**config.mk**
```make
export PLATFORM = sky130hd
export DESIGN_NAME = ccx_exec
export DESIGN_NICKNAME = d
export VERILOG_FILES = /design/src/ccx_pkg.sv /design/src/ccx_decode.sv /design/src/ccx_exec.sv
export VERILOG_INCLUDE_DIRS = /design/src
export SDC_FILE = /design/constraint.sdc
export NUM_CORES = 1
export LEC_CHECK = 0
export ABC_AREA = 1
export BUFFER_PORTS_ARGS = -buffer_cell sky130_fd_sc_hd__clkbuf_2
export CORE_ASPECT_RATIO = 0.9
export CORE_MARGIN = 2
export CORE_UTILIZATION = 43
export DETAILED_ROUTE_END_ITERATION = 16
export PLACE_DENSITY = 0.85
export REMOVE_ABC_BUFFERS = 1
export SLEW_MARGIN = 20
export SYNTH_ARGS = -nofsm -noshare
export SYNTH_HDL_FRONTEND = slang
export SYNTH_SLANG_ARGS = --single-unit
```
**constraint.sdc**
```tcl
create_clock -name sys_clk -period 1.3 [get_ports sys_clk]
set_clock_uncertainty 0.05 [all_clocks]
set_input_delay 0.065 -clock sys_clk [delete_from_list [all_inputs] [get_ports sys_clk]]
set_output_delay 0.065 -clock sys_clk [all_outputs]
set_load 0.05 [all_outputs]
```
**src/ccx_consts.svh**
```systemverilog
// Constants for the clear and subroutine-jump execution block.
// Assumes inclusion by the package and the design modules only.
`ifndef CCX_CONSTS_SVH
`define CCX_CONSTS_SVH

// ==========================================================================
// Opcode fields of the 14-bit instruction word
`define CCX_CALL_OP        3'h4
`define CCX_CALL_OP_MSB    13
`define CCX_CALL_OP_LSB    11
`define CCX_CLR_FILE_OP    7'h03
`define CCX_CLR_ACC_WORD   14'h0103
`define CCX_CLR_OP_MSB     13
`define CCX_CLR_OP_LSB     7
`define CCX_FADDR_MSB      6
`define CCX_TARGET_MSB     10
// Page latch bits that feed the upper counter bits
`define CCX_LATCH_PAGE_MSB 4
`define CCX_LATCH_PAGE_LSB 3
// Reset values and cycle counts
`define CCX_PC_RESET       13'h0000
`define CCX_CALL_CYCLES    2'h2
`define CCX_ZERO_BYTE      8'h00

`endif

```
**src/ccx_pkg.sv**
```systemverilog
// Types for the clear and subroutine-jump execution block.
// Assumes the constants header sits in the same folder.
package ccx_pkg;
    `include "ccx_consts.svh"

    // ======================================================================
    // Decoded instruction classes
    typedef enum logic [3:0] {
        CCX_OP_NONE = 4'h1,
        CCX_OP_CALL = 4'h2,
        CCX_OP_CLR_FILE = 4'h4,
        CCX_OP_CLR_ACC  = 4'h8
    } ccx_op_type;

    // File register write request
    typedef struct packed {
        logic       en;
        logic [6:0] addr;
        logic [7:0] data;
    } ccx_fwrite_type;

    // Stack push request
    typedef struct packed {
        logic        en;
        logic [12:0] addr;
    } ccx_push_type;
endpackage

```
**src/ccx_decode.sv**
```systemverilog
// Decoder for the subroutine-jump and the two clear instructions.
// Assumes a 14-bit instruction word valid in the cycle it is presented.
`timescale 1ns/100ps
module ccx_decode
    import ccx_pkg::*;
(
    input  wire logic [13:0] instr,
    output ccx_op_type       op
);
    `include "ccx_consts.svh"

    // ======================================================================
    // Opcode match
    always_comb begin
        if (instr[`CCX_CALL_OP_MSB:`CCX_CALL_OP_LSB] == `CCX_CALL_OP) begin
            op = CCX_OP_CALL;
        end else if (instr == `CCX_CLR_ACC_WORD) begin
            op = CCX_OP_CLR_ACC;
        end else if (instr[`CCX_CLR_OP_MSB:`CCX_CLR_OP_LSB] == `CCX_CLR_FILE_OP) begin
            op = CCX_OP_CLR_FILE;
        end else begin
            op = CCX_OP_NONE;
        end
    end
endmodule

```
**src/ccx_exec.sv**
```systemverilog
// Execution unit for the subroutine-jump and the two clear instructions.
// Assumes one instruction per sys_clk cycle, the page latch held by the core.
// Assumes the core holds off fetch side effects while busy is high.
//
// Function
// - Subroutine jump first pushes program counter plus one onto stack top.
// - Subroutine jump loads its 11-bit target into counter bits 10..0.
// - On a subroutine jump, counter bits 12..11 come from page latch bits 4..3.
// - Subroutine jump is one word, two cycles, flags untouched.
// - Clear accumulator writes zero to working register, sets zero flag.
`timescale 1ns/100ps
module ccx_exec
    import ccx_pkg::*;
(
    input  wire logic        sys_clk,
    input  wire logic        rst_b,
    input  wire logic        instr_valid,
    input  wire logic [13:0] instr,
    input  wire logic [7:0]  pc_high_latch,
    input  wire logic        zero_flag_in,
    output logic [12:0]      program_counter,
    output ccx_push_type     stack_push,
    output ccx_fwrite_type   file_write,
    output logic             accum_write,
    output logic [7:0]       accum_data,
    output logic             zero_flag,
    output logic             busy
);
    `include "ccx_consts.svh"

    // ======================================================================
    // State machine
    typedef enum logic [1:0] {
        CCX_ST_RUN   = 2'h1,
        CCX_ST_FLUSH = 2'h2
    } ccx_state_type;

    ccx_op_type     op;
    ccx_state_type  state_r,  state_nxt;
    logic [12:0]    pc_r,     pc_nxt;
    ccx_push_type   push_r,   push_nxt;
    ccx_fwrite_type fwr_r,    fwr_nxt;
    logic           wwr_r,    wwr_nxt;
    logic           zf_r,     zf_nxt;
    logic [1:0]     cyc_r,    cyc_nxt;
    logic           busy_r,   busy_nxt;

    // Opcode decoder
    ccx_decode u_decode (
        .instr (instr),
        .op    (op)
    );

    // ======================================================================
    // Next-state computation
    always_comb begin
        state_nxt = state_r;
        pc_nxt    = pc_r;
        push_nxt  = '0;
        fwr_nxt   = '0;
        wwr_nxt   = 1'b0;
        zf_nxt    = zero_flag_in;
        cyc_nxt   = cyc_r;
        unique case (state_r)
            CCX_ST_RUN: begin
                if (instr_valid) begin
                    pc_nxt = pc_r + 13'h0001;
                    unique case (op)
                        CCX_OP_CALL: begin
                            push_nxt.en   = 1'b1;
                            push_nxt.addr = pc_r + 13'h0001;
                            pc_nxt = {pc_high_latch[`CCX_LATCH_PAGE_MSB:`CCX_LATCH_PAGE_LSB],
                                      instr[`CCX_TARGET_MSB:0]};
                            state_nxt = CCX_ST_FLUSH;
                            cyc_nxt   = 2'h1;
                        end
                        CCX_OP_CLR_FILE: begin
                            fwr_nxt.en   = 1'b1;
                            fwr_nxt.addr = instr[`CCX_FADDR_MSB:0];
                            fwr_nxt.data = `CCX_ZERO_BYTE;
                            zf_nxt       = 1'b1;
                        end
                        CCX_OP_CLR_ACC: begin
                            wwr_nxt = 1'b1;
                            zf_nxt  = 1'b1;
                        end
                        CCX_OP_NONE: begin
                        end
                    endcase
                end
            end
            CCX_ST_FLUSH: begin
                // Second cycle of the jump, fetched word discarded
                cyc_nxt = cyc_r + 2'h1;
                if (cyc_r + 2'h1 >= `CCX_CALL_CYCLES) begin
                    state_nxt = CCX_ST_RUN;
                    cyc_nxt   = 2'h0;
                end
            end
            default: begin
                state_nxt = CCX_ST_RUN;
            end
        endcase
        // Busy follows the state about to be entered
        busy_nxt = (state_nxt == CCX_ST_FLUSH);
    end

    // ======================================================================
    // Registers
    always_ff @(posedge sys_clk) begin
        if (!rst_b) begin
            state_r <= CCX_ST_RUN;
            pc_r    <= `CCX_PC_RESET;
            push_r  <= '0;
            fwr_r   <= '0;
            wwr_r   <= 1'b0;
            zf_r    <= 1'b0;
            cyc_r   <= 2'h0;
            busy_r  <= 1'b0;
        end else begin
            state_r <= state_nxt;
            pc_r    <= pc_nxt;
            push_r  <= push_nxt;
            fwr_r   <= fwr_nxt;
            wwr_r   <= wwr_nxt;
            zf_r    <= zf_nxt;
            cyc_r   <= cyc_nxt;
            busy_r  <= busy_nxt;
        end
    end

    // Outputs straight from flip-flops, accum_data tied to a constant zero
    assign program_counter = pc_r;
    assign stack_push      = push_r;
    assign file_write      = fwr_r;
    assign accum_write     = wwr_r;
    assign accum_data      = `CCX_ZERO_BYTE;
    assign zero_flag       = zf_r;
    assign busy            = busy_r;

    // ======================================================================
    // Assertions
    // ======================================================================
    // Subroutine jump: push, target bits and page bits
    a_call_push_addr: assert property (@(posedge sys_clk) disable iff (!rst_b)
        (instr_valid && op == CCX_OP_CALL && state_r == CCX_ST_RUN)
        |=> (stack_push.en && stack_push.addr == $past(pc_r) + 13'h0001))
        else $error("jump push address wrong");

    a_push_one_pulse: assert property (@(posedge sys_clk) disable iff (!rst_b)
        stack_push.en |=> !stack_push.en)
        else $error("stack push longer than one cycle");

    a_call_low_pc: assert property (@(posedge sys_clk) disable iff (!rst_b)
        (instr_valid && op == CCX_OP_CALL && state_r == CCX_ST_RUN)
        |=> (program_counter[10:0] == $past(instr[10:0])))
        else $error("jump target low bits wrong");

    a_call_page_bits: assert property (@(posedge sys_clk) disable iff (!rst_b)
        (instr_valid && op == CCX_OP_CALL && state_r == CCX_ST_RUN)
        |=> (program_counter[12:11] == $past(pc_high_latch[4:3])))
        else $error("jump page bits wrong");

    // ======================================================================
    // Subroutine jump: length, refusal and untouched flags
    a_call_two_cycle: assert property (@(posedge sys_clk) disable iff (!rst_b)
        (instr_valid && op == CCX_OP_CALL && state_r == CCX_ST_RUN)
        |=> busy ##1 !busy)
        else $error("jump not two cycles");

    a_call_flags_kept: assert property (@(posedge sys_clk) disable iff (!rst_b)
        (instr_valid && op == CCX_OP_CALL && state_r == CCX_ST_RUN)
        |=> (zero_flag == $past(zero_flag_in) && !file_write.en && !accum_write))
        else $error("jump altered flags or registers");

    a_busy_refuse: assert property (@(posedge sys_clk) disable iff (!rst_b)
        (busy && instr_valid)
        |=> (!stack_push.en && !file_write.en && !accum_write
             && program_counter == $past(program_counter)))
        else $error("word taken during jump flush");

    a_flush_flag_kept: assert property (@(posedge sys_clk) disable iff (!rst_b)
        busy |=> (zero_flag == $past(zero_flag_in)))
        else $error("zero flag changed during jump flush");

    // ======================================================================
    // Clear instructions: destination, zero flag and single cycle; idle cycle hold
    a_file_clear: assert property (@(posedge sys_clk) disable iff (!rst_b)
        (instr_valid && op == CCX_OP_CLR_FILE && state_r == CCX_ST_RUN)
        |=> (file_write.en && file_write.data == 8'h00 && zero_flag
             && file_write.addr == $past(instr[6:0])))
        else $error("file clear wrong");

    a_file_clear_only: assert property (@(posedge sys_clk) disable iff (!rst_b)
        (instr_valid && op == CCX_OP_CLR_FILE && state_r == CCX_ST_RUN)
        |=> (!accum_write && !stack_push.en))
        else $error("file clear touched another register");

    a_accum_clear: assert property (@(posedge sys_clk) disable iff (!rst_b)
        (instr_valid && op == CCX_OP_CLR_ACC && state_r == CCX_ST_RUN)
        |=> (accum_write && accum_data == 8'h00 && zero_flag && !file_write.en))
        else $error("accumulator clear wrong");

    a_clr_one_cycle: assert property (@(posedge sys_clk) disable iff (!rst_b)
        (instr_valid && (op == CCX_OP_CLR_FILE || op == CCX_OP_CLR_ACC) && state_r == CCX_ST_RUN)
        |=> (!busy && !stack_push.en && program_counter == $past(pc_r) + 13'h0001))
        else $error("clear not single cycle");

    a_idle_hold: assert property (@(posedge sys_clk) disable iff (!rst_b)
        (!instr_valid && state_r == CCX_ST_RUN)
        |=> (program_counter == $past(program_counter) && !file_write.en && !accum_write))
        else $error("idle cycle changed state");

    // ======================================================================
    // Main scenarios
    c_call: cover property (@(posedge sys_clk) stack_push.en ##1 busy);
    c_file_clear: cover property (@(posedge sys_clk) file_write.en);
    c_accum_clear: cover property (@(posedge sys_clk) accum_write);
    c_back: cover property (@(posedge sys_clk) file_write.en ##1 accum_write);
    c_refuse: cover property (@(posedge sys_clk) busy && instr_valid);
endmodule

```
* Yosys cells after proc, flatten, opt, wreduce, memory -nomap -nowiden
Cells that the tools add are included.
Word-level totals: memory bits (writable) 0, bits in latches 0, flip-flop bits (word level) 50, memories 0, output and inout port bits 54, ROM bits 0, word-level logic and storage cells 50, input bits 26
Cells by class: shift operators 0, muxes and demuxes 18, eq/ne operators 11, multipliers 0, $add $sub $neg 2, $lt $le $gt $ge 1, reduce and logical (&&, ||, !) cells 7, bitwise gates (word level) 0, div/mod/pow operators 0
Operators by type and width (count):
- $mux 16 | 1
- $eq 14x9->1 const B | 1
- $mux 14 | 1
- $add 13x1->13 const B | 1
- $mux 13 | 1
- $mux 2 | 6
- $mux 4 | 2
- $pmux 2 s2 | 2
- $reduce_and 4->1 | 2
- $eq 7x2->1 const B | 1
- $reduce_and 3->1 | 2
- $eq 2x2->1 const B | 2
- $eq 4x2->1 const B | 1
- $eq 4x3->1 const B | 1
- $eq 4x4->1 const B | 1
- $mux 1 | 4
- $eq 3x3->1 const B | 1
- $mux 3 | 1
- $add 2x1->2 const B | 1
- $eq 2x1->1 const B | 1
- $ge 2x2->1 const B | 1
- $ne 2x1->1 const B | 1
- $ne 2x2->1 const B | 1
- $reduce_and 2->1 | 1
- other kinds (2) | 2

* Logic depth before layout (Yosys ltp)
depth after elaboration 9, mapped depth 9, gate-level depth less buffers 9

* Cells and area by module
A second synthesis with hierarchy kept.
Unflattened totals: cell total of the unflattened synthesis 310, area total of the unflattened synthesis 2075.7 µm²
By module, submodules not included:
- ccx_exec | area each 1953.1 µm², seq. area each 840.8 µm², times used 1, cells each 279
- ccx_decode | area each 122.6 µm², seq. area each 0.0 µm², times used 1, cells each 31

* Worst setup path before layout
Ideal clock, no wire load.
path type register -> register, start point register pc_r[1] (netlist: program_counter[1]), end point register pc_r[8] (netlist: program_counter[8]), arrival 1.586 ns, path slack -0.445 ns, stages on the path, launching flop included 9, buffers on the path 0, data required time 1.141 ns, setup time 0.109 ns, clock period less this slack 1.745 ns, cells stage by stage dfxtp_1 ha_1 nand3_1 inv_1 nand2_2 xor2_1 nand2_1 nand2_1 inv_1
On the way: word-level cells in the longest chain between the ends 2
Ends and longest elaborated chain:
- start, declared | line ccx_exec.sv:40 | logic [12:0] pc_r, pc_nxt;
- start signal, assigned | line ccx_exec.sv:113 | pc_r <= `CCX_PC_RESET;
- start signal, assigned | line ccx_exec.sv:122 | pc_r <= pc_nxt;
- $add 13x1->13 | line ccx_exec.sv:67 | pc_nxt = pc_r + 13'h0001;
- $mux 13 | line ccx_exec.sv:68 | unique case (op)
No other way between the ends. A chain may end at the register's enable or synchronous reset.

* Worst setup path after layout
start point register pc_r[3] (netlist: program_counter[3]), end point register pc_r[7] (netlist: program_counter[7])
Same word-level chain as after synthesis.

==> flow_summary.json <==
{
  "finalHoldViolations": 0,
  "core_um2": 4430,
  "clk_latency_ns": 0.31,
  "synth_top_area_share_pct": 42.5,
  "cp.required_ns": 1.46,
  "drt-pass1-iter-count": 4,
  "synthMuxAreaShare_pct": 0,
  "die-width_um": 75.5,
  "synth_area_leader_cell": "dfxtp_1",
  "antenna_found_initial": 0,
  "max_slew_margin_pct": 61.7,
  "drc": 0,
  "cts.sinks": 42,
  "worstPathMaxFanout": 5,
  "placed_area_um2": 2400,
  "slew_violations": 0,
  "grt_overflow_total": 0,
  "synth-async-reset-ratio_pct": 0,
  "synthesis.area_um2": 1980,
  "regToRegSetupSlack_ns": -0.06,
  "power_frac_clock_pct": 22.8,
  "p_comb_share_pct": 35.7,
  "synth_xor_area_share_pct": 3.10,
  "cp-end-kind": "flip-flop",
  "place.gp.congestion": 0.856,
  "r2r_cells": 7,
  "layout_commonest_cell": "clkbuf_2",
  "synth_fa_ha_area_share_pct": 2.53,
  "synth_area_per_cell_um2": 7.58,
  "critPathLaunchType": "flip-flop",
  "ys_seq_elements": 42,
  "syn_inst": 261,
  "synth_seq_area_share_pct": 42.5,
  "min_period_ns": 1.36,
  "grt_pass1_wl_um": 8150,
  "synth_compound_area_share_pct": 8.03,
  "final_cells": 420,
  "wire_per_inst_um": 13.4,
  "dp_hpwl_um": 3570,
  "pwr-share-seq_pct": 41.5,
  "grt_start_max_net_pins": 13,
  "clockBufferDepth": 2,
  "fp-row-count": 23,
  "ant_nets": 0,
  "synth_top_family_by_area": "simple AND/OR/NAND/NOR gates",
  "yosys.area_share.simple_pct": 27.1,
  "first_iter_violations": 156,
  "setup_ws_ns": -0.0551,
  "synth_cell_types": 32,
  "setup_viol_count_final": 16,
  "grt_pass1_vias": 1809,
  "cts_tree": "built",
  "pin_count": 80,
  "ir_drop_mv": 0.781,
  "min_path_type": "primary input to flip-flop",
  "vias": 1981,
  "post_drt_via_cell_ratio": 4.72,
  "area_growth_pct": 42.4,
  "root_buffer": "clkbuf_8",
  "swShare_pct": 39.0,
  "crit_arrival_ns": 1.51,
  "layout_common_cells": "57 x clkbuf_2, 39 x inv_1, 39 x nand2_1",
  "finalCritPeriodShare_pct": 104,
  "track_usage_pct": 21.6,
  "critPathCapture": "program_counter[7]",
  "switchingPower_mw": 1.39,
  "status": "finished, violations left",
  "critical_path_class": "flip-flop to flip-flop",
  "numCtsBuffers": 5,
  "yosysWarningCount": 0,
  "h-tree-depth": 2,
  "worst_pin_slew_ns": 0.571,
  "critPathLaunch": "program_counter[3]",
  "antenna_cells": 0,
  "fin_total_pwr_mw": 3.56,
  "r2r-end": "program_counter[7]",
  "dp.cells": 396,
  "start_util_pct": 44.6,
  "drv_cap": 0,
  "io_buffers": 57,
  "nets": 388,
  "rsz0062_at_grt": "yes",
  "p_int_mw": 2.17,
  "violations": "setup timing",
  "synth_edf_count": 0,
  "rr_startpoint": "program_counter[3]",
  "final_area_um2": 2820,
  "fmax_mhz": 738,
  "synth-main-ff-cell": "dfxtp_1",
  "p_leak_nw": 1.43,
  "dieArea_um2": 5160,
  "clkTransAtPathRegs_ns": 0.08,
  "p_per_area_nw_per_um2": 1260,
  "synth_area_leaders": "dfxtp_1 43%, inv_1 8.3%, nand2_1 8.0%",
  "layout-drive-gt1-share_pct": 40.5,
  "wl_um": 5610,
  "die_y_um": 68.3
}
flip-flops by register name (all words and copies together) (netlist names):
register,flops
stack_push,14
zero_flag,1
file_write,8
cyc_r,2
state_r,2
accum_write,1
program_counter,13
busy,1
power groups by stage:
stage	registers (mW)	logic [mW]	clock network, mW
4_1_cts	1.46	1.17	0.824
3_3_place_gp	1.47	1.07	0
2_1_floorplan	1.74	0.478	0
6_report	1.48	1.27	0.812
3_5_place_dp	1.48	1.09	0
5_1_grt	1.49	1.36	0.877
cell families after synthesis:
kind of cell	after synthesis
DFF	42
and+or+nand+nor	113
xor gates and xnor gates	7
adders and majority gates	4
buffers and inverters	67
AOI/OAI and AO/OA	27
other	1
Yosys cell counts (2+ instances only):
master    number
a22oi_1        3
nor3_1         5
nand2_2        5
nand4_1        5
inv_1         44
buf_4         16
nor2_1        31
o211ai_1       2
nor2_2         3
nand2_1       42
a21oi_1       12
inv_2          3
xor2_1         7
nand3_1       17
ha_1           4
dfxtp_1       42
o21ai_0        5
metrics by stage:
step	worst slack (ns)	hold WS (ns)	utilization [%]	TNS, ns
after floorplan	-0.445	0.109	-	-5.00
after global placement	-0.0296	0.231	54.2	-0.178
after detailed placement	-0.0806	0.240	54.2	-0.816
after CTS	-0.0222	0.0330	60.0	-0.0283
after global routing	-0.103	0.0595	63.6	-1.59
final	-0.0551	0.0327	63.6	-0.230
final cells by class:
cell class / count / area, um^2
multi-input cells: 169 / 1030
fillers: 391 / 1610
clock inverters: 2 / 10.0
clock buffers: 5 / 68.8
well taps: 62 / 77.6
inverters: 49 / 196
flip-flops and latches: 42 / 853
repair buffers: 91 / 584
what timing repair did:
action	4_1_cts	5_1_grt
gates cloned	1	1
gates resized for setup	18	37
hold buffers	8	0
pin swaps	6	9
setup buffers	1	6
endpoints found under the hold margin	9	0
endpoints found under the setup margin	37	32
metal layers:
metal	GRT usage [%]	wire (um)	up-vias
met5	0	0	-
met4	11.2	140	0
met3	5.89	447	10
met2	37.0	2760	88
met1	24.6	2260	911
li1	-	-	972
worst min-delay path by stage:
stage                                     end              from  cells past startpoint
after floorplan                    state_r[0]             rst_b                      1
after global placement              zero_flag      zero_flag_in                      3
after detailed placement            zero_flag      zero_flag_in                      3
after CTS                  program_counter[9]          instr[9]                      3
after global routing      program_counter[11]  pc_high_latch[3]                      5
final                     program_counter[11]  pc_high_latch[3]                      5
critical path, cell delays in order (launching register included):
cell and delay [ns]:
dfxtp_2 0.39, nand2_1 0.12, nor2_4 0.20, nand2_2 0.09, xor2_2 0.20, nand2_1 0.09, nand2_1 0.07, inv_1 0.04
(Power assumes the default switching activity.)
